`src/logic/dsc_pkg.sv`:
```
// shared constants and types of the serial command register bank
`default_nettype none
package dsc_pkg;
    // word layout, counted from the last bit shifted in
    localparam int unsigned WORD_BITS  = 24;
    localparam int unsigned FRAME_BITS = 32;
    localparam int unsigned CMD_MSB    = 23;
    localparam int unsigned CMD_LSB    = 20;
    localparam int unsigned ADDR_MSB   = 19;
    localparam int unsigned ADDR_LSB   = 16;
    localparam int unsigned DATA_MSB   = 15;
    localparam int unsigned DATA_BITS  = 16;
    localparam int unsigned FAULT_BITS = 8;
    localparam int unsigned CNT_BITS   = 6;
    localparam logic [5:0]  CNT_FULL   = 6'h20;
    localparam logic [5:0]  CNT_WORD   = 6'h18;

    // defaults of the top-level parameters
    localparam int unsigned NUM_CH_DEF    = 5;
    localparam int unsigned CODE_BITS_DEF = 16;

    // range codes
    localparam logic [3:0] RANGE_HIZ     = 4'h0;
    localparam logic [3:0] RANGE_LOW_MAX = 4'h7;
    localparam logic [3:0] RANGE_SHUNT   = 4'h8;
    localparam logic [3:0] RANGE_TOP     = 4'hf;

    // reset values
    localparam logic [3:0] RANGE_RST = 4'h0;
    localparam logic       SDO_RST   = 1'b0;

    // command field encodings
    typedef enum logic [3:0] {
        CMD_WR_CODE_N     = 4'b0000,
        CMD_UPD_N         = 4'b0001,
        CMD_WR_N_UPD_ALL  = 4'b0010,
        CMD_WR_N_UPD_N    = 4'b0011,
        CMD_PD_N          = 4'b0100,
        CMD_PD_CHIP       = 4'b0101,
        CMD_WR_RANGE_N    = 4'b0110,
        CMD_CONFIG        = 4'b0111,
        CMD_WR_CODE_ALL   = 4'b1000,
        CMD_UPD_ALL       = 4'b1001,
        CMD_WR_ALL_UPD    = 4'b1010,
        CMD_MON_SEL       = 4'b1011,
        CMD_TOG_SEL       = 4'b1100,
        CMD_GLOBAL_TOG    = 4'b1101,
        CMD_WR_RANGE_ALL  = 4'b1110,
        CMD_NOP           = 4'b1111
    } dsc_cmd_t;

    // one cycle of actions for a single channel
    typedef struct packed {
        logic wr_code;
        logic wr_to_b;
        logic wr_range;
        logic update;
        logic upd_from_b;
        logic power_down;
    } dsc_ch_cmd_t;

    // decoded word handed to units outside this block
    typedef struct packed {
        logic [3:0]           cmd;
        logic [3:0]           addr;
        logic [DATA_BITS-1:0] data;
    } dsc_word_t;
endpackage
`default_nettype wire

```
`src/logic/dsc_top.sv`:
```
// serial command decoder and per-channel register bank
`timescale 1ns/100ps
`default_nettype none
// Operation
// - every output powers up high impedance before programming
// - data shifts in on serial clock rising edges while select is low
// - word is command, channel, then 16-bit data, msb first
// - channel field values 0 to 4 pick channels 0 to 4
// - other channel values discard the whole command
// - 12-bit variant uses top 12 data bits, last four ignored
// - select rising edge executes the last 24 bits shifted in
// - 32-bit words carry 8 leading ignored bits
// - fault flags appear on serial output for either word length
// - codes are unsigned straight binary in every range
// - 0000 writes addressed code, 1000 writes all codes
// - input writes never touch active registers or outputs
// - two code holding registers per channel, A default, B toggle
// - 0001 updates addressed, 1001 all; update powers channel up
// - 0011 write and update n, 0010 update all, 1010 all
// - each update copies both code and range holding registers
// - updates come from commands, update pin, or toggle
// - each channel has double-buffered 4-bit range
// - 0110 writes addressed range, 1110 writes all ranges
// - updates move range holding into range active
// - range 0000 high impedance, 1000 shunt, undefined high impedance
// - clear input low zeroes codes, ranges and control state
// - update pin falling edge updates all only while select high
// - serial output is 32-bit delayed, falling-edge, off when idle
module dsc_top
    import dsc_pkg::*;
#(
    parameter int unsigned NUM_CH    = NUM_CH_DEF,
    parameter int unsigned CODE_BITS = CODE_BITS_DEF
) (
    input  wire logic                        CLK_SYS,
    input  wire logic                        NRST,
    input  wire logic                        SCK,
    input  wire logic                        SDI,
    input  wire logic                        SELECT_AND_LOAD_N,
    input  wire logic                        ASYNC_UPDATE_N,
    input  wire logic                        ASYNC_CLEAR_N,
    input  wire logic                        TOGGLE_INPUT_PIN,
    input  wire logic [NUM_CH-1:0]           TOGGLE_SEL,
    input  wire logic                        WRITE_TO_B,
    input  wire logic [FAULT_BITS-1:0]       FAULT_FLAG_BITS,
    output var  logic                        SDO,
    output logic                             SDO_OE,
    output logic [NUM_CH*CODE_BITS-1:0]      CODE_OUT,
    output logic [NUM_CH*4-1:0]              RANGE_OUT,
    output logic [NUM_CH-1:0]                OUT_HIZ,
    output logic [NUM_CH-1:0]                OUT_SHUNT,
    output logic [NUM_CH-1:0]                POWERED_DOWN,
    output var  logic                        AUX_CMD_VALID,
    output var  dsc_word_t                   AUX_CMD
);
    // parameter limits
    if (NUM_CH < 1 || NUM_CH > 16) begin : g_bad_ch
        $error("NUM_CH must be 1 to 16");
    end
    if (CODE_BITS != 12 && CODE_BITS != 16) begin : g_bad_code
        $error("CODE_BITS must be 12 or 16");
    end

    logic [5:0]             pins_s;
    logic                   sck_s;
    logic                   sdi_s;
    logic                   cs_s;
    logic                   async_update_n_s;
    logic                   clr_n_s;
    logic                   tgp_s;
    logic                   sck_d;
    logic                   cs_d;
    logic                   async_update_n_d;
    logic                   tgp_d;
    logic [FRAME_BITS-1:0]  shift_reg;
    logic [CNT_BITS-1:0]    bit_cnt;
    logic [FRAME_BITS-1:0]  next_shift_reg;
    logic [CNT_BITS-1:0]    next_bit_cnt;
    logic                   next_sdo;
    logic                   next_aux_valid;
    dsc_word_t              next_aux_cmd;
    logic                   sck_rise;
    logic                   sck_fall;
    logic                   cs_rise;
    logic                   cs_fall;
    logic                   async_update_n_fall;
    logic                   tgp_rise;
    logic                   tgp_fall;
    logic                   exec;
    logic [3:0]             cmd;
    logic [3:0]             addr;
    logic [CODE_BITS-1:0]   code_word;
    logic [3:0]             range_word;
    logic                   addr_ok;
    logic                   clr;
    dsc_ch_cmd_t            ch_cmd [NUM_CH];

    // the six serial and control pins cross two flops; idle levels at reset
    dsc_sync #(
        .WIDTH   (6),
        .RST_VAL (6'h1c)
    ) u_sync (
        .clk  (CLK_SYS),
        .nrst (NRST),
        .d    ({TOGGLE_INPUT_PIN, ASYNC_CLEAR_N, ASYNC_UPDATE_N,
                SELECT_AND_LOAD_N, SCK, SDI}),
        .q    (pins_s)
    );

    assign sdi_s   = pins_s[0];
    assign sck_s   = pins_s[1];
    assign cs_s    = pins_s[2];
    assign async_update_n_s  = pins_s[3];
    assign clr_n_s = pins_s[4];
    assign tgp_s   = pins_s[5];
    assign clr     = !clr_n_s;

    // edge detection on synchronised pins
    always_comb begin
        sck_rise  = sck_s && !sck_d && !cs_s;
        sck_fall  = !sck_s && sck_d && !cs_s;
        cs_fall   = !cs_s && cs_d;
        cs_rise   = cs_s && !cs_d;
        async_update_n_fall = !async_update_n_s && async_update_n_d && cs_s;
        tgp_rise  = tgp_s && !tgp_d;
        tgp_fall  = !tgp_s && tgp_d;
    end

    // fields of the last 24 bits shifted in
    always_comb begin
        cmd        = shift_reg[CMD_MSB:CMD_LSB];
        addr       = shift_reg[ADDR_MSB:ADDR_LSB];
        code_word  = shift_reg[DATA_MSB -: CODE_BITS];
        range_word = shift_reg[3:0];
        addr_ok    = 32'(addr) < NUM_CH;
        exec       = cs_rise && bit_cnt >= CNT_WORD && !clr;
    end

    // shift register, bit count and serial output
    always_comb begin
        next_shift_reg = shift_reg;
        next_bit_cnt   = bit_cnt;
        next_sdo       = SDO;
        if (cs_fall) begin
            // fault flags ahead of the previous word
            next_shift_reg[FRAME_BITS-1 -: FAULT_BITS] = FAULT_FLAG_BITS;
            next_bit_cnt = '0;
            next_sdo     = FAULT_FLAG_BITS[FAULT_BITS-1];
        end else if (sck_rise) begin
            next_shift_reg = {shift_reg[FRAME_BITS-2:0], sdi_s};
            if (bit_cnt != CNT_FULL) begin
                next_bit_cnt = bit_cnt + 6'h01;
            end
        end else if (sck_fall) begin
            next_sdo = shift_reg[FRAME_BITS-1];
        end
    end

    // per-channel command decode
    always_comb begin
        for (int i = 0; i < NUM_CH; i++) begin
            logic sel_n;
            logic all;
            logic tog;
            sel_n = exec && addr_ok && addr == 4'(i);
            all   = exec && addr_ok;
            tog   = TOGGLE_SEL[i] && (tgp_rise || tgp_fall);
            ch_cmd[i].wr_code = (sel_n && (cmd == CMD_WR_CODE_N ||
                                 cmd == CMD_WR_N_UPD_N ||
                                 cmd == CMD_WR_N_UPD_ALL)) ||
                                (all && (cmd == CMD_WR_CODE_ALL ||
                                 cmd == CMD_WR_ALL_UPD));
            ch_cmd[i].wr_to_b  = WRITE_TO_B;
            ch_cmd[i].wr_range = (sel_n && cmd == CMD_WR_RANGE_N) ||
                                 (all && cmd == CMD_WR_RANGE_ALL);
            ch_cmd[i].update   = (sel_n && (cmd == CMD_UPD_N ||
                                 cmd == CMD_WR_N_UPD_N)) ||
                                 (all && (cmd == CMD_UPD_ALL ||
                                 cmd == CMD_WR_N_UPD_ALL ||
                                 cmd == CMD_WR_ALL_UPD)) ||
                                 (async_update_n_fall && !clr) || tog;
            ch_cmd[i].upd_from_b = tog && tgp_rise;
            ch_cmd[i].power_down = (sel_n && cmd == CMD_PD_N) ||
                                   (all && cmd == CMD_PD_CHIP);
        end
    end

    // commands whose payload is handled elsewhere
    always_comb begin
        next_aux_valid = exec && addr_ok &&
                         (cmd == CMD_MON_SEL || cmd == CMD_TOG_SEL ||
                          cmd == CMD_GLOBAL_TOG ||
                          cmd == CMD_CONFIG);
        next_aux_cmd   = AUX_CMD;
        if (next_aux_valid) begin
            next_aux_cmd = shift_reg[WORD_BITS-1:0];
        end
        if (clr) begin
            next_aux_cmd = '0;
        end
    end

    // link state registers
    always_ff @(posedge CLK_SYS or negedge NRST) begin
        if (!NRST) begin
            sck_d         <= 1'b0;
            cs_d          <= 1'b1;
            async_update_n_d        <= 1'b1;
            tgp_d         <= 1'b0;
            shift_reg     <= '0;
            bit_cnt       <= '0;
            SDO           <= SDO_RST;
            AUX_CMD_VALID <= 1'b0;
            AUX_CMD       <= '0;
        end else begin
            sck_d         <= sck_s;
            cs_d          <= cs_s;
            async_update_n_d        <= async_update_n_s;
            tgp_d         <= tgp_s;
            shift_reg     <= next_shift_reg;
            bit_cnt       <= next_bit_cnt;
            SDO           <= next_sdo;
            AUX_CMD_VALID <= next_aux_valid;
            AUX_CMD       <= next_aux_cmd;
        end
    end

    // serial output driven only while selected
    assign SDO_OE = !cs_s;

    // channel register sets
    for (genvar g = 0; g < NUM_CH; g++) begin : g_ch
        dsc_channel #(
            .CODE_BITS (CODE_BITS)
        ) u_ch (
            .clk          (CLK_SYS),
            .nrst         (NRST),
            .clr          (clr),
            .cmd          (ch_cmd[g]),
            .code_in      (code_word),
            .range_in     (range_word),
            .code_act     (CODE_OUT[g*CODE_BITS +: CODE_BITS]),
            .range_act    (RANGE_OUT[g*4 +: 4]),
            .powered_down (POWERED_DOWN[g]),
            .out_hiz      (OUT_HIZ[g]),
            .out_shunt    (OUT_SHUNT[g])
        );
    end
endmodule
`default_nettype wire

```
`src/logic/dsc_sync.sv`:
```
// two-stage synchroniser for asynchronous pins
`timescale 1ns/100ps
`default_nettype none
module dsc_sync
    import dsc_pkg::*;
#(
    parameter int unsigned WIDTH = 1,
    parameter logic [WIDTH-1:0] RST_VAL = '0
) (
    input  wire logic             clk,
    input  wire logic             nrst,
    input  wire logic [WIDTH-1:0] d,
    output var  logic [WIDTH-1:0] q
);
    logic [WIDTH-1:0] meta;

    // first stage feeds only the second
    always_ff @(posedge clk or negedge nrst) begin
        if (!nrst) begin
            meta <= RST_VAL;
            q    <= RST_VAL;
        end else begin
            meta <= d;
            q    <= meta;
        end
    end
endmodule
`default_nettype wire

```
`src/logic/dsc_channel.sv`:
```
// one channel: double-buffered code and range registers
`timescale 1ns/100ps
`default_nettype none
module dsc_channel
    import dsc_pkg::*;
#(
    parameter int unsigned CODE_BITS = CODE_BITS_DEF
) (
    input  wire logic                 clk,
    input  wire logic                 nrst,
    input  wire logic                 clr,
    input  wire dsc_ch_cmd_t          cmd,
    input  wire logic [CODE_BITS-1:0] code_in,
    input  wire logic [3:0]           range_in,
    output var  logic [CODE_BITS-1:0] code_act,
    output var  logic [3:0]           range_act,
    output var  logic                 powered_down,
    output logic                      out_hiz,
    output logic                      out_shunt
);
    logic [CODE_BITS-1:0] code_a;
    logic [CODE_BITS-1:0] code_b;
    logic [3:0]           range_hold;
    logic [CODE_BITS-1:0] next_code_a;
    logic [CODE_BITS-1:0] next_code_b;
    logic [3:0]           next_range_hold;
    logic [CODE_BITS-1:0] next_code_act;
    logic [3:0]           next_range_act;
    logic                 next_powered_down;

    // writes touch holding registers only; updates copy both sets
    always_comb begin
        next_code_a       = code_a;
        next_code_b       = code_b;
        next_range_hold   = range_hold;
        next_code_act     = code_act;
        next_range_act    = range_act;
        next_powered_down = powered_down;
        if (clr) begin
            next_code_a       = '0;
            next_code_b       = '0;
            next_range_hold   = RANGE_RST;
            next_code_act     = '0;
            next_range_act    = RANGE_RST;
            next_powered_down = 1'b0;
        end else begin
            if (cmd.wr_code && cmd.wr_to_b) begin
                next_code_b = code_in;
            end else if (cmd.wr_code) begin
                next_code_a = code_in;
            end
            if (cmd.wr_range) begin
                next_range_hold = range_in;
            end
            if (cmd.power_down) begin
                next_powered_down = 1'b1;
            end
            // update wins over power down in the same cycle
            if (cmd.update) begin
                next_code_act     = cmd.upd_from_b ? next_code_b
                                                   : next_code_a;
                next_range_act    = next_range_hold;
                next_powered_down = 1'b0;
            end
        end
    end

    // holding and active registers
    always_ff @(posedge clk or negedge nrst) begin
        if (!nrst) begin
            code_a       <= '0;
            code_b       <= '0;
            range_hold   <= RANGE_RST;
            code_act     <= '0;
            range_act    <= RANGE_RST;
            powered_down <= 1'b0;
        end else begin
            code_a       <= next_code_a;
            code_b       <= next_code_b;
            range_hold   <= next_range_hold;
            code_act     <= next_code_act;
            range_act    <= next_range_act;
            powered_down <= next_powered_down;
        end
    end

    // output stage mode from the active range
    always_comb begin
        out_shunt = !powered_down && range_act == RANGE_SHUNT;
        out_hiz   = powered_down || range_act == RANGE_HIZ ||
                    (range_act > RANGE_LOW_MAX &&
                     range_act != RANGE_TOP &&
                     range_act != RANGE_SHUNT);
    end
endmodule
`default_nettype wire

```
`config.mk`:
```
export PLATFORM = sky130hd
export DESIGN_NAME = dsc_top
export DESIGN_NICKNAME = d
export VERILOG_FILES = /design/src/logic/dsc_pkg.sv /design/src/logic/dsc_top.sv /design/src/logic/dsc_sync.sv /design/src/logic/dsc_channel.sv
export SDC_FILE = /design/constraint.sdc
export NUM_CORES = 1
export LEC_CHECK = 0
export ABC_AREA = 1
export BUFFER_PORTS_ARGS = -buffer_cell sky130_fd_sc_hd__buf_2
export CAP_MARGIN = 40
export CORE_ASPECT_RATIO = 2
export CORE_MARGIN = 3
export CORE_UTILIZATION = 55
export CTS_BUF_LIST = sky130_fd_sc_hd__clkbuf_2
export DETAILED_ROUTE_END_ITERATION = 12
export PLACE_DENSITY = 0.75
export SLEW_MARGIN = 20
export SYNTH_ARGS = -nofsm -noshare
export SYNTH_HDL_FRONTEND = slang
export SYNTH_SLANG_ARGS = --single-unit
```
`constraint.sdc`:
```
create_clock -name CLK_SYS -period 2.3 [get_ports CLK_SYS]
set_input_delay 0.23 -clock CLK_SYS [delete_from_list [all_inputs] [get_ports CLK_SYS]]
set_output_delay 0.23 -clock CLK_SYS [all_outputs]
set_load 0.02 [all_outputs]
```
Word level (Yosys, flattened, before mapping)
Cells that the tools add are included.
W data, S select, Z words.
{ "op_classes": {"muxes": 85, "n_lt_le_gt_ge": 7, "n_eq_ne": 46, "addsub": 1, "n_reduce_logical": 149, "n_bitwise": 1} }
{ "ops": {"columns": ["operator", "count"], "rows": [
  ["$mux W16", 40],
  ["$mux W4", 20],
  ["$logic_and A1 B1 Y1", 74],
  ["$logic_or A1 B1 Y1", 50],
  ["$eq A4 B4 Y1 const B", 12],
  ["$mux W24", 2],
  ["$ne A4 B4 Y1 const B", 10],
  ["$mux W32", 1],
  ["$logic_not A4 Y1", 7],
  ["$eq A4 B3 Y1 const B", 5],
  ["$gt A4 B3 Y1 const B", 5],
  ["$mux W1", 18],
  ["$mux W6", 3],
  ["$eq A4 B2 Y1 const B", 4],
  ["$ne A3 B3 Y1 const B", 5],
  ["$logic_not A1 Y1", 12],
  ["$ne A2 B2 Y1 const B", 6],
  ["$eq A4 B1 Y1 const B", 2],
  ["$mux W8", 1],
  ["$add A6 B1 Y6 const B", 1],
  ["$ge A6 B5 Y1 const B", 1],
  ["$ne A6 B6 Y1 const B", 1],
  ["$reduce_and A2 Y1", 3],
  ["$reduce_bool A2 Y1", 3],
  ["other kinds (3)", 3]
]} }
{ "totals": {"regBits": 365, "out_inout_bits": 142, "in_bits": 22, "word_cells": 333} }

Logic depth before layout (Yosys ltp)
Gate-level depths: netlist of run 1.
{ "depth": {"word_depth": 13, "ltp_mapped": 13, "mapped_depth_nobuf": 13} }

By module
Synthesis of run 1 repeated with hierarchy kept, for this count alone.
{ "hier_totals": {"hier_cells": 1933, "hier_area_um2": 16756.1} }
{ "modules_own_cells": {"columns": ["module", "seq_area_each_um2", "cells_per_inst", "area_per_inst_um2", "n_inst"], "rows": [
  ["dsc_channel", 1426.4, 301, 2635.0, 5],
  ["dsc_top", 1704.1, 416, 3273.1, 1],
  ["dsc_sync", 307.8, 12, 307.8, 1]
]} }

Worst setup path after synthesis of run 1
OpenSTA, ideal clock, no wires.
{ "synth_path": {"path_type": "register to register", "startpoint": "register u_sync.q[2]", "endpoint": "register g_ch[0].u_ch.code_act[10]", "stages_incl_launch_ff": 14, "required_time_ns": 2.183, "path_buffers": 2, "setup_time_ns": 0.117, "arrival_time_ns": 1.720, "slack_ns": 0.463, "period_less_slack_ns": 1.837, "path_cell_list": "dfstp_2 nand2_1 inv_2 nand2_2 nor2_4 buf_6 nand3_2 nand2_2 nand2_2 buf_4 nand2_1 nand3_1 nand3_1 nand2_1"} }
{ "synth_via": {"elab_chain_len": 12, "elab_cells_between_ends": 23, "cone_classes": "eq/ne: 1; mux: 6; reduce/logical: 16"} }
{ "synth_lines": {"columns": ["element", "line", "text"], "rows": [
  ["start: declaration", "dsc_sync.sv:13", "output var logic [WIDTH-1:0] q"],
  ["start signal: assignment", "dsc_sync.sv:24", "q <= meta;"],
  ["$logic_and A1 B1 Y1", "dsc_top.sv:123", "cs_rise = cs_s && !cs_d;"],
  ["$logic_and A1 B1 Y1 (2 in a row)", "dsc_top.sv:136", "exec = cs_rise && bit_cnt >= CNT_WORD && !clr;"],
  ["$logic_and A1 B1 Y1", "dsc_top.sv:165, dsc_top.sv:166", null],
  ["$logic_and A1 B1 Y1", "dsc_top.sv:165", "sel_n = exec && addr_ok && addr == 4'(i);"],
  ["$logic_and A1 B1 Y1", "dsc_top.sv:168", "ch_cmd[i].wr_code = (sel_n && (cmd == CMD_WR_CODE_N ||"],
  ["$logic_or A1 B1 Y1", "dsc_top.sv:170", "cmd == CMD_WR_N_UPD_ALL)) ||"],
  ["$mux W16 / $logic_and A1 B1 Y1 (equally long branches)", "dsc_channel.sv:49, dsc_channel.sv:47", null],
  ["$mux W16", "dsc_channel.sv:47", "if (cmd.wr_code && cmd.wr_to_b) begin"],
  ["$mux W16", "dsc_channel.sv:60", "next_code_act = cmd.upd_from_b ? next_code_b"],
  ["$mux W16", "dsc_channel.sv:59", "if (cmd.update) begin"],
  ["$mux W16", "dsc_channel.sv:39", "if (clr) begin"],
  ["end signal: assignment", "dsc_channel.sv:81", "code_act <= next_code_act;"],
  ["end: declaration", "dsc_channel.sv:15", "output var logic [CODE_BITS-1:0] code_act,"]
]} }
Several ways; a longest one is shown, not always the timed one. The select of a mux whose other input is x is not followed.
A chain may end at the register's enable or synchronous reset.

Final worst setup path of run 1
{ "layout_path": {"startpoint": "register g_ch[3].u_ch.range_act[0]", "endpoint": "output OUT_HIZ[3]"} }
{ "layout_via": {"elab_chain_len": 4, "elab_cells_between_ends": 8, "cone_classes": "order compare: 1; eq/ne: 2; reduce/logical: 5"} }
{ "layout_lines": {"columns": ["element", "line", "text"], "rows": [
  ["start: declaration", "dsc_channel.sv:16", "output var logic [3:0] range_act,"],
  ["start signal: assignment", "dsc_channel.sv:82", "range_act <= next_range_act;"],
  ["$gt A4 B3 Y1 / $ne A4 B4 Y1 (equally long branches)", "dsc_channel.sv:91, dsc_channel.sv:92", null],
  ["$logic_and A1 B1 Y1", "dsc_channel.sv:91", "(range_act > RANGE_LOW_MAX &&"],
  ["$logic_and A1 B1 Y1", "dsc_channel.sv:92", "range_act != RANGE_TOP &&"],
  ["$logic_or A1 B1 Y1 (*)", "dsc_channel.sv:90", "out_hiz = powered_down || range_act == RANGE_HIZ ||"],
  ["end: declaration", "dsc_top.sv:50", "output logic [NUM_CH-1:0] OUT_HIZ,"]
]} }
Mark *: on every way between the ends. The rest lies on a longest branch, timed or not.

==> results of run 1 <==
## cell type report
class | instances | area [µm²] | area share
Timing Repair Buffer | 285 | 2120 | 0.111
Sequential cell | 365 | 9140 | 0.479
Clock inverter | 23 | 90.1 | 0.00472
Tap cell | 360 | 450 | 0.0236
Antenna cell | 2 | 5.00 | 0.000262
Inverter | 82 | 312 | 0.0163
Clock buffer | 112 | 561 | 0.0294
Multi-Input combinational cell | 1319 | 6410 | 0.336
## kinds of logic after synthesis
kind of cell / count (synthesis)
simple gates: 1063
compound gates: 251
flops: 365
buf+inv: 220
fa+ha+maj: 4
## worst max-delay path by stage
| stage | cells past startpoint | endpoint | start |
|---|---|---|---|
| floorplan | 13 | g_ch[0].u_ch.code_act[10]$_DFFE_PN0P_ | u_sync.q[2]$_DFF_PN1_ |
| global placement | 11 | g_ch[2].u_ch.code_act[14]$_DFFE_PN0P_ | u_sync.q[2]$_DFF_PN1_ |
| detailed placement | 11 | g_ch[0].u_ch.code_act[2]$_DFFE_PN0P_ | u_sync.q[2]$_DFF_PN1_ |
| CTS | 4 | OUT_SHUNT[4] | g_ch[4].u_ch.range_act[1]$_DFFE_PN0P_ |
| global route | 5 | OUT_HIZ[3] | g_ch[3].u_ch.range_act[0]$_DFFE_PN0P_ |
| finish | 5 | OUT_HIZ[3] | g_ch[3].u_ch.range_act[0]$_DFFE_PN0P_ |
## per-stage QoR
step           cell area (µm²)  setup TNS, ns  worst slack (ns)
6_report                 19100       -0.00165          -0.00165
5_1_grt                  19100         -0.264           -0.0719
4_1_cts                  18600              0           0.00305
3_5_place_dp             17600              0            0.0713
3_3_place_gp             17600              0             0.154
2_1_floorplan            16400              0             0.463
## routing by layer
metal | part of all wire | up-vias | GRT usage
li1 | - | 6882 | -
met1 | 0.36 | 7256 | 0.344
met2 | 0.51 | 689 | 0.504
met3 | 0.067 | 174 | 0.0531
met4 | 0.061 | 0 | 0.178
met5 | 0 | - | 0
## worst reg2reg max path: cells and delay by family, from the launching register on
| kind | cells | cell delay, ns |
|---|---|---|
| buf+inv | 3 | 0.39 |
| simple gates | 10 | 1.17 |
| flops | 1 | 0.55 |
## layout by cell type, fill, tap and decap left out, types with 10 or more instances in the layout
master,Yosys,final
nand3_1,489,488
nand2_1,482,476
dfrtp_1,357,357
a21oi_1,176,176
buf_2,31,160
clkbuf_2,0,112
inv_1,73,70
o21ai_0,66,66
buf_4,28,61
dlygate4sd3_1,0,36
nor2_1,27,21
clkinv_1,1,21
buf_12,0,18
nand2_2,10,10
nand2_8,0,10
## power breakdown
part	total (µW)	internal [µW]	switching, µW
logic	1140	331	811
clock network	3830	1290	2540
registers	6660	6540	114
total	11600	8170	3460
## timing repair
| item | in CTS | in global routing |
|---|---|---|
| buffers inserted | 1 | 24 |
| resized for setup | 0 | 48 |
| hold endpoints to repair | 638 | 0 |
| cloned | 0 | 1 |
| pin swaps | 0 | 12 |
| endpoints found under the setup margin | 1 | 89 |
| hold buffers | 37 | 0 |
==> metrics.cfg, run 1 <==
[timing]
hold_ws_ns = 0.329
max_slew.worst_pin.slew_ns = 0.772
grt_setup_unrepaired = true
worst_clock_skew_ns = 0.0600
final.min_clock_period_ns = 2.30
final_hold_viol_count = 0
achievable-frequency_mhz = 434
period_share = 1.00
drv_slew = 0
setup_viol_count_final = 1
worst_slack_ns = -0.00165
maxSlewHeadroom = 0.486

[synth]
synth-main-ff-cell = dfrtp_1
largest_family_of_logic_cells_by_synthesized_area = simple AND/OR/NAND/NOR gates
post_synth_instance_area_um2 = 16400
count_leader_synth = nand3_1
synth_compound_gate_area_share = 0.0777
synth_top_cell_by_area = dfrtp_1
synth.net_count = 1929
netlist_instances = 1903
synth_cell_types = 33
synth_xor_xnor_area_share = 0
synth-edff-count = 0
count_of_synthesis_stage_warnings_from_yosys = 0
synth.avg_cell_area_um2 = 8.61
post-synth-top-area-fraction = 0.545
ys_ff_latch = 365
netlist_top_cells_count = nand3_1, nand2_1, dfrtp_1, a21oi_1, inv_1
synthesized_area_fraction_occupied_by_and_or_nand_nor_cells = 0.299
adder_and_majority_gate_portion_of_the_synthesized_area = 0.00305
synth.mux.area_fraction = 0
synth-async-reset-ratio = 1.00
yosysSeqAreaShare = 0.558
ranking_of_synthesized_cells_by_area = dfrtp_1, nand3_1, nand2_1

[floorplan]
core_um2 = 29100
die_width_um = 128
die-height_um = 250
fp.dieArea_um2 = 32000
floorplan.initialDensity = 0.564
ios = 164
num_rows = 88

[outcome]
failed_checks = setup timing
run_status = complete, but fails checks

[min_path]
timing.hold.worst.start = WRITE_TO_B
endpoint_with_the_worst_hold_slack = g_ch[3].u_ch.code_a[3]$_DFF_PN0_
min_delay_path_depth = 5
timing.hold.worst.class = in2reg

[power]
p_leak_uw = 0.00986
p_per_area_nw_per_um2 = 609
post-layout-total-power_uw = 11600
ir_worst_vdd_mv = 0.367

[cts]
cts_root_buf = clkbuf_2
cts_htree_levels = 3
tritoncts = built
worstSkewPairLatency_ns = 0.99
cts.sink_count = 365
clk_path_buf_depth = 3
clock_transition_time_at_the_flip_flop_clock_pins_of_the_worst_setup_and_hold_paths_ns = 0.11
cts-buffers-inserted = 79

[routing]
route.vias.total = 15000
routed_wirelength_mm = 48.0
drt.antenna.violating_nets = 0
drt_first_pass_iters = 6
routedWlPerCell_um = 18.8
initialDrtViolationCount = 1616
via_per_inst = 5.89
drc = 0

[grt]
grt_max_degree = 86
grt_use_total = 0.296
grt_pass1_wl_mm = 75.8
grt_pass1_vias = 14800
antenna_violations_before_repair = 2
grt_remaining_overflow = 0

[cells_and_area]
biggestRegsByFlops = g_ch.u_ch.code_a x80, g_ch.u_ch.code_act x80, g_ch.u_ch.code_b x80
drive_above_1_share = 0.203
synth_to_layout_area_growth_pct = 16.4
filler_cell_count = 2468
final_net_count = 2158
final_core_utilization = 0.657
layout.cells.non_filler = 2548

[worst_setup_path]
timing.setup.critical_path_class = reg2out
timing.reg2reg.worst_path_depth = 13
cp_data_required_time_ns = 2.07
endpoint_kind_of_the_worst_setup_timing_path = output pin
worst-endpoint-arrival_ns = 2.07
timing.critical_path.mode_cell = nand3_1
path_cells = buf_4, nand3_1, nand3_1, nand3_1, buf_4
cp-start-kind = register
reg2reg_setup_slack_ns = 0.07
critical_path.top_delay_family = flip-flops
reg2reg_to = g_ch[0].u_ch.code_act[2]$_DFFE_PN0P_
worst-path-buf-inv = 2
cp_slowest_stage_delay_ns = 0.45
regToRegStartpoint = u_sync.q[2]$_DFF_PN1_
crit_path_max_fanout = 4
cp_slowest_cell = dfrtp_1

[run]
drv.max_cap_violation_count = 0

[placed_design]
post-dp-hpwl_mm = 30.4
place_inst = 2348
routabilityCongestion = 0.913
port_buffers = 163

(Power assumes the default switching activity.)
==> inputs of run 2 (changes only) <==
SETUP_SLACK_MARGIN = 0.4   (was unset)
SYNTH_HIERARCHICAL = 1   (was unset)
==> run 2 against run 1 <==
Against the previous run: the run still ends with setup timing left; wire length is 46% higher; critical endpoint is now g_ch[0].u_ch/code_act[0]$_DFFE_PN0N_; synthesized area is 2.2% higher; total power is 5.9% higher; clock-buffer cell count stayed put; critical path type is now reg2reg; global-route usage is 4.9 points higher; core utilization is 16 points higher; combinational power is 34% higher; flip-flop and latch count stayed put; fmax is 8.5% lower; hold slack worse by 0.047 ns; design area is 27% higher; register-to-register slack worse by 0.28 ns.
==> metrics.cfg, run 2 <==
[synth]
synth_top_cell_by_area = dfrtp_1  ; unchanged
ys_ff_latch = 365  ; unchanged
count_of_synthesis_stage_warnings_from_yosys = 6  ; was 0
post_synth_instance_area_um2 = 16800  ; was 16400 µm²
synth-async-reset-ratio = 1.00  ; unchanged
netlist_top_cells_count = nand2_1, nand3_1, dfrtp_1, a21oi_1, inv_1  ; was nand3_1, nand2_1, dfrtp_1, a21oi_1, inv_1
yosysSeqAreaShare = 0.546  ; was 0.558
synth.net_count = 1959  ; was 1929
synth-main-ff-cell = dfrtp_1  ; unchanged
post-synth-top-area-fraction = 0.533  ; was 0.545
synth_cell_types = 35  ; was 33
ranking_of_synthesized_cells_by_area = dfrtp_1, nand3_1, nand2_1  ; unchanged
synth-edff-count = 0  ; unchanged
netlist_instances = 1933  ; was 1903
count_leader_synth = nand2_1  ; was nand3_1
synth.avg_cell_area_um2 = 8.67  ; was 8.61 µm²

[floorplan]
core_um2 = 29700  ; was 29100 µm²
ios = 164  ; unchanged
die_width_um = 129  ; was 128 µm
fp.dieArea_um2 = 32700  ; was 32000 µm²
die-height_um = 253  ; was 250 µm
floorplan.initialDensity = 0.564  ; about the same
num_rows = 89  ; was 88

[routing]
routed_wirelength_mm = 69.8  ; was 48.0 mm
drt.antenna.violating_nets = 0  ; unchanged
route.vias.total = 17900  ; was 15000
via_per_inst = 6.49  ; was 5.89
initialDrtViolationCount = 2245  ; was 1616
routedWlPerCell_um = 25.3  ; was 18.8 µm
drt_first_pass_iters = 6  ; unchanged
drc = 0  ; unchanged

[worst_setup_path]
crit_end = g_ch[0].u_ch/code_act[0]$_DFFE_PN0N_  ; was OUT_HIZ[3]
worst-endpoint-arrival_ns = 3.42  ; was 2.07 ns
regToRegStartpoint = u_sync/q[2]$_DFF_PN1_  ; was u_sync.q[2]$_DFF_PN1_
cp_data_required_time_ns = 3.21  ; was 2.07 ns
cp_slowest_cell = dfstp_2  ; was dfrtp_1
reg2reg_to = g_ch[0].u_ch/code_act[0]$_DFFE_PN0N_  ; was g_ch[0].u_ch.code_act[2]$_DFFE_PN0P_
reg2reg_setup_slack_ns = -0.21  ; was 0.07 ns
timing.setup.critical_path_class = reg2reg  ; was reg2out
timing.critical_path.mode_cell = buf_6  ; was nand3_1
endpoint_kind_of_the_worst_setup_timing_path = register  ; was output pin
cp-start-kind = register  ; unchanged
path_cells = nand2_4, nor2_4, nand2_2, nor2_4, buf_6, buf_6, buf_6, nand3_4, nand2_4, buf_12, buf_12, nand2_8, nand2_2, nand3_1, nand3_2, nand2_1  ; was buf_4, nand3_1, nand3_1, nand3_1, buf_4
cp_slowest_stage_delay_ns = 0.57  ; was 0.45 ns
crit_path_start = u_sync/q[2]$_DFF_PN1_  ; was g_ch[3].u_ch.range_act[0]$_DFFE_PN0P_
crit_path_max_fanout = 8  ; was 4
timing.reg2reg.worst_path_depth = 16  ; was 13

[timing]
setup_viol_count_final = 60  ; was 1
achievable-frequency_mhz = 398  ; was 434 MHz
period_share = 1.09  ; was 1.00
final.min_clock_period_ns = 2.51  ; was 2.30 ns
tns_ns = -2.18  ; was -0.00165 ns
final_hold_viol_count = 0  ; unchanged
maxSlewHeadroom = 0.165  ; was 0.486
worst_slack_ns = -0.214  ; was -0.00165 ns
max_slew.worst_pin.slew_ns = 1.25  ; was 0.772 ns
drv_slew = 0  ; unchanged
grt_setup_unrepaired = true  ; unchanged
hold_ws_ns = 0.282  ; was 0.329 ns
worst_clock_skew_ns = 0.0590  ; was 0.0600 ns

[cts]
clock_transition_time_at_the_flip_flop_clock_pins_of_the_worst_setup_and_hold_paths_ns = 0.14  ; was 0.11 ns
cts.sink_count = 365  ; unchanged
worstSkewPairLatency_ns = 1.07  ; was 0.99 ns
clk_path_buf_depth = 3  ; unchanged
cts-buffers-inserted = 79  ; unchanged
tritoncts = built  ; unchanged
cts_htree_levels = 3  ; unchanged
cts_root_buf = clkbuf_2  ; unchanged

[min_path]
timing.hold.worst.start = TOGGLE_SEL[0]  ; was WRITE_TO_B
timing.hold.worst.class = in2reg  ; unchanged

[grt]
grt_pass1_wl_mm = 88.4  ; was 75.8 mm
grt_pass1_vias = 16900  ; was 14800
grt_use_total = 0.345  ; was 0.296
grt_remaining_overflow = 0  ; unchanged
grt_max_degree = 84  ; was 86
antenna_violations_before_repair = 4  ; was 2

[cells_and_area]
drive_above_1_share = 0.461  ; was 0.203
biggestRegsByFlops = g_ch.u_ch/code_a x80, g_ch.u_ch/code_act x80, g_ch.u_ch/code_b x80  ; was g_ch.u_ch.code_a x80, g_ch.u_ch.code_act x80, g_ch.u_ch.code_b x80
filler_cell_count = 1470  ; was 2468
final_core_utilization = 0.817  ; was 0.657
mostFrequentLayoutCells = nand2_1, dfrtp_1, nand3_2  ; was nand3_1, nand2_1, dfrtp_1
synth_to_layout_area_growth_pct = 45.0  ; was 16.4%
post-route-cell-area_um2 = 24300  ; was 19100 µm²
layout_commonest_cell = nand2_1  ; was nand3_1
final_net_count = 2362  ; was 2158

[placed_design]
post-dp-hpwl_mm = 31.3  ; was 30.4 mm
port_buffers = 163  ; unchanged
place_area_um2 = 18100  ; was 17600 µm²
routabilityCongestion = 0.941  ; was 0.913

[power]
pwr-share-seq = 0.540  ; was 0.572
share_clk_of_total_power = 0.336  ; was 0.329
combPwrFrac = 0.124  ; was 0.098
p_leak_uw = 0.0117  ; was 0.00986 µW
internal-power_uw = 8350  ; was 8170 µW
p_per_area_nw_per_um2 = 507  ; was 609 nW/µm²
switching_power_uw = 3970  ; was 3460 µW
ir_worst_vdd_mv = 0.576  ; was 0.367 mV
p_sw_frac = 0.322  ; was 0.298
post-layout-total-power_uw = 12300  ; was 11600 µW

[outcome]
run_status = complete, but fails checks  ; unchanged
failed_checks = setup timing  ; unchanged

[run]
drv.max_cap_violation_count = 0  ; unchanged

[run 2: cell types whose count changed in the layout (fill, tap and decap cells not counted), moves of 58 or more]
cell,before,now
nand3_1,488,194
nand2_1,476,398
nand2_4,6,97
buf_4,61,119
a21oi_1,176,93
nand3_2,5,214
a21oi_2,2,71
[run 2: worst min path at each step]
stage	slack (ns)	to	depth (start not counted)
after global routing	0.22	g_ch[0].u_ch/range_act[2]$_DFFE_PN0N_	6
after global placement	0.20	g_ch[2].u_ch/code_act[4]$_DFFE_PN0N_	1
final	0.28	g_ch[0].u_ch/range_act[1]$_DFFE_PN0N_	6
after floorplan	-0.07	AUX_CMD[0]$_DFFE_PN0P_	0
after detailed placement	0.20	g_ch[2].u_ch/code_act[4]$_DFFE_PN0N_	1
after CTS	0.23	g_ch[0].u_ch/range_act[2]$_DFFE_PN0N_	6
[run 2: worst max-delay path: cells and delay by family, from the launching register on]
kind,cells,cell delay [ns]
AND/OR/NAND/NOR,11,1.18
flip-flops,1,0.57
buffers and inverters,5,0.61
[run 2: power by group through the flow]
stage	clock network (µW)	logic [µW]	registers, µW
2_1_floorplan	0	493	6820
3_3_place_gp	0	1080	6750
3_5_place_dp	0	1100	6760
4_1_cts	3990	1290	6640
5_1_grt	4460	1600	6660
6_report	4140	1530	6650
[run 2: what timing repair did]
| action | in CTS | in global routing |
|---|---|---|
| endpoints found under the hold margin | 584 | 0 |
| hold buffers | 37 | 0 |
| buffers inserted | 65 | 55 |
| endpoints found under the setup margin | 314 | 339 |
| pin swaps | 187 | 232 |
| gates resized for setup | 395 | 390 |
| gates cloned | 21 | 4 |
[run 2: cell type report]
type | count | area, µm² | share of cell area
multi-input cells | 1366 | 9610 | 0.396
clock inverters | 21 | 111 | 0.00458
inverters | 95 | 392 | 0.0161
diodes | 5 | 12.5 | 0.000515
repair buffers | 429 | 4010 | 0.165
flip-flops and latches | 365 | 9150 | 0.376
well taps | 364 | 455 | 0.0187
clock buffers | 112 | 561 | 0.0231
[run 2: logic make-up (layout without fill, tap and decap cells)]
group / count (synthesis) / in the layout / synth area share
adders and majority gates: 4 / 4 / 0.00299
buffers and inverters: 210 / 657 / 0.0749
AOI/OAI and AO/OA: 217 / 217 / 0.0663
xor gates and xnor gates: 3 / 3 / 0.00157
other: 0 / 5 / 0
and+or+nand+nor: 1134 / 1142 / 0.309
DFF: 365 / 365 / 0.546
[run 2: routing by layer]
metal | GRT usage | vias to the layer above | share of wire
met1 | 0.391 | 8598 | 0.32
met4 | 0.222 | 2 | 0.097
met3 | 0.0762 | 565 | 0.11
met5 | 0 | - | 0.00019
met2 | 0.583 | 1461 | 0.48
li1 | - | 7263 | -
[run 2: through the flow]
step | instances | setup slack [ns]
after floorplan | 1933 | 0.240
after detailed placement | 2434 | -0.114
after global placement | 2434 | -0.0769
after global routing | 2756 | -0.248
after CTS | 2690 | 0.0475
final | 2757 | -0.214
==> inputs of run 3 (changes only) <==
SKIP_LAST_GASP = 1   (was unset)
clock period = 2.9 ns   (was 2.3 ns; I/O delays follow)
==> run 3 against run 2 <==
Against the previous run: the flow now finishes without violations; total power decreased by 25%; clock power shrank 25%; clock-buffer cell count down 2; first-iteration DRC count decreased by 43%; non-clock buffer count is 189 lower; sequential share of layout area grew 11 points; combinational power shrank 47%; critical endpoint is now g_ch[2].u_ch/code_act[3]$_DFFE_PN0N_; largest cell class is now sequential cells; largest power group unchanged; highest routed layer is now met4.
==> metrics.cfg, run 3 (synthesis results as in run 2) <==
[floorplan]
ios = 164  ; unchanged
num_rows = 89  ; unchanged
die_width_um = 129  ; unchanged
floorplan.initialDensity = 0.564  ; unchanged
core_um2 = 29700  ; unchanged
die-height_um = 253  ; unchanged
fp.dieArea_um2 = 32700  ; unchanged

[cells_and_area]
drive_above_1_share = 0.195  ; was 0.461
layout_commonest_cell = nand2_1  ; unchanged
final_net_count = 2165  ; was 2362
layout.cells.non_filler = 2563  ; was 2757
filler_cell_count = 2607  ; was 1470
biggestRegsByFlops = g_ch.u_ch/code_a x80, g_ch.u_ch/code_act x80, g_ch.u_ch/code_b x80  ; unchanged
mostFrequentLayoutCells = nand2_1, nand3_1, dfrtp_1  ; was nand2_1, dfrtp_1, nand3_2
synth_to_layout_area_growth_pct = 12.4  ; was 45.0%

[timing]
drv_slew = 0  ; unchanged
tns_ns = 0  ; was -2.18 ns
max_slew.worst_pin.slew_ns = 0.875  ; was 1.25 ns
worst_clock_skew_ns = 0.0948  ; was 0.0590 ns
achievable-frequency_mhz = 417  ; was 398 MHz
period_share = 0.827  ; was 1.09
grt_setup_unrepaired = false  ; was true
final.min_clock_period_ns = 2.40  ; was 2.51 ns
maxSlewHeadroom = 0.417  ; was 0.165
final_hold_viol_count = 0  ; unchanged
setup_viol_count_final = 0  ; was 60

[worst_setup_path]
reg2reg_setup_slack_ns = 0.50  ; was -0.21 ns
worst-endpoint-arrival_ns = 3.26  ; was 3.42 ns
crit_path_start = u_sync/q[2]$_DFF_PN1_  ; unchanged
timing.reg2reg.worst_path_depth = 14  ; was 16
cp_data_required_time_ns = 3.76  ; was 3.21 ns
timing.setup.critical_path_class = reg2reg  ; unchanged
cp_slowest_cell = dfstp_2  ; unchanged
reg2reg_to = g_ch[2].u_ch/code_act[3]$_DFFE_PN0N_  ; was g_ch[0].u_ch/code_act[0]$_DFFE_PN0N_
crit_end = g_ch[2].u_ch/code_act[3]$_DFFE_PN0N_  ; was g_ch[0].u_ch/code_act[0]$_DFFE_PN0N_
cp_slowest_stage_delay_ns = 0.59  ; was 0.57 ns
endpoint_kind_of_the_worst_setup_timing_path = register  ; unchanged
regToRegStartpoint = u_sync/q[2]$_DFF_PN1_  ; unchanged
cp-start-kind = register  ; unchanged
crit_path_max_fanout = 17  ; was 8
path_cells = nand2_2, nor2_4, nand2_2, nor2_4, nand3b_1, buf_4, buf_4, o21ai_4, buf_12, nand2_8, nand2_1, nand3_1, nand3_1, nand2_1  ; was nand2_4, nor2_4, nand2_2, nor2_4, buf_6, buf_6, buf_6, nand3_4, nand2_4, buf_12, buf_12, nand2_8, nand2_2, nand3_1, nand3_2, nand2_1

[grt]
grt_max_degree = 83  ; was 84
grt_pass1_wl_mm = 74.0  ; was 88.4 mm
grt_remaining_overflow = 0  ; unchanged
grt_use_total = 0.286  ; was 0.345
antenna_violations_before_repair = 2  ; was 4
grt_pass1_vias = 14400  ; was 16900

[routing]
met1_length_mm = 17.3  ; was 22.1 mm
via_per_inst = 5.70  ; was 6.49
route.top_layer_used = met4  ; was met5
drt.antenna.violating_nets = 0  ; unchanged
met2_length_mm = 24.0  ; was 33.5 mm
wl_met3_mm = 3.15  ; was 7.40 mm
drt_first_pass_iters = 5  ; was 6
route.vias.total = 14600  ; was 17900
routed_wirelength_mm = 46.6  ; was 69.8 mm
routedWlPerCell_um = 18.2  ; was 25.3 µm
initialDrtViolationCount = 1290  ; was 2245
drc = 0  ; unchanged

[placed_design]
port_buffers = 163  ; unchanged
place_inst = 2380  ; was 2434
routabilityCongestion = 0.950  ; was 0.941
post-dp-hpwl_mm = 30.1  ; was 31.3 mm

[power]
p_per_area_nw_per_um2 = 491  ; was 507 nW/µm²
p_leak_uw = 0.00983  ; was 0.0117 µW
ir_worst_vdd_mv = 0.300  ; was 0.576 mV
post-layout-total-power_uw = 9240  ; was 12300 µW

[cts]
clk_path_buf_depth = 3  ; unchanged
cts-buffers-inserted = 79  ; unchanged
cts.sink_count = 365  ; unchanged
tritoncts = built  ; unchanged
cts_htree_levels = 3  ; unchanged
worstSkewPairLatency_ns = 1.02  ; was 1.07 ns
cts_root_buf = clkbuf_2  ; unchanged
clock_transition_time_at_the_flip_flop_clock_pins_of_the_worst_setup_and_hold_paths_ns = 0.12  ; was 0.14 ns

[min_path]
min_delay_path_depth = 4  ; was 6
timing.hold.worst.class = in2reg  ; unchanged

[outcome]
run_status = completed  ; was complete, but fails checks

[run]
drv.max_cap_violation_count = 0  ; unchanged

run 3: changes by cell type in the layout (fill, tap and decap cells not counted), sizes merged:
| cell | delta |
|---|---|
| bufbuf | -1 |
| diode | -2 |
| dlygate4sd3 | -7 |
| nand2 | -8 |
| inv | +2 |
| buf | -181 |
| clkbuf | -2 |
| clkinv | +5 |
run 3: through the flow:
step | util | setup WS [ns] | instance area (µm²) | hold WS (ns)
2_1_floorplan | - | 0.780 | 16800 | -0.00559
6_report | 0.633 | 0.501 | 18800 | 0.0803
5_1_grt | 0.633 | 0.381 | 18800 | 0.0883
3_3_place_gp | 0.590 | 0.412 | 17600 | 0.335
3_5_place_dp | 0.592 | 0.331 | 17600 | 0.337
4_1_cts | 0.625 | 0.419 | 18600 | 0.00231
run 3: worst min path at each step:
stage                             startpoint                        end
floorplan                               NRST     AUX_CMD[0]$_DFFE_PN0P_
detailed placement  u_sync/meta[1]$_DFF_PN0_      u_sync/q[1]$_DFF_PN0_
CTS                       FAULT_FLAG_BITS[6]  shift_reg[30]$_DFFE_PN0P_
finish                    FAULT_FLAG_BITS[6]  shift_reg[30]$_DFFE_PN0P_
global route              FAULT_FLAG_BITS[4]  shift_reg[28]$_DFFE_PN0P_
global placement    u_sync/meta[0]$_DFF_PN0_      u_sync/q[0]$_DFF_PN0_
run 3: layer usage:
metal	GRT usage	up-vias
met5	0	-
met4	0.133	0
met3	0.0467	140
met2	0.497	634
met1	0.346	6972
li1	-	6854
run 3: layout make-up:
class / count / area (µm²) / share of cell area
Antenna cell: 3 / 7.51 / 0.000399
Clock buffer: 110 / 551 / 0.0292
Clock inverter: 28 / 135 / 0.00718
Inverter: 95 / 387 / 0.0205
Multi-Input combinational cell: 1358 / 6450 / 0.342
Sequential cell: 365 / 9140 / 0.486
Tap cell: 364 / 455 / 0.0242
Timing Repair Buffer: 240 / 1700 / 0.0905
run 3: worst max-delay path, delay by kind of cell, from the launching register on:
kind            cells  cell delay (ns)
compound gates      1             0.07
buf+inv             3             0.53
flops               1             0.59
simple gates       10             1.06
run 3: where the power goes:
group          switching, µW  internal [µW]
sequential               157           5180
combinational            573            241
clock                   1980           1110
run 3: repair_timing:
| action | CTS | global route |
|---|---|---|
| pin swaps | 1 | 6 |
| setup endpoints to repair | 49 | 102 |
| setup buffers | 1 | 9 |
| hold buffers | 29 | 0 |
| resized for setup | 3 | 16 |
| hold endpoints to repair | 504 | 0 |
| cloned | 0 | 3 |
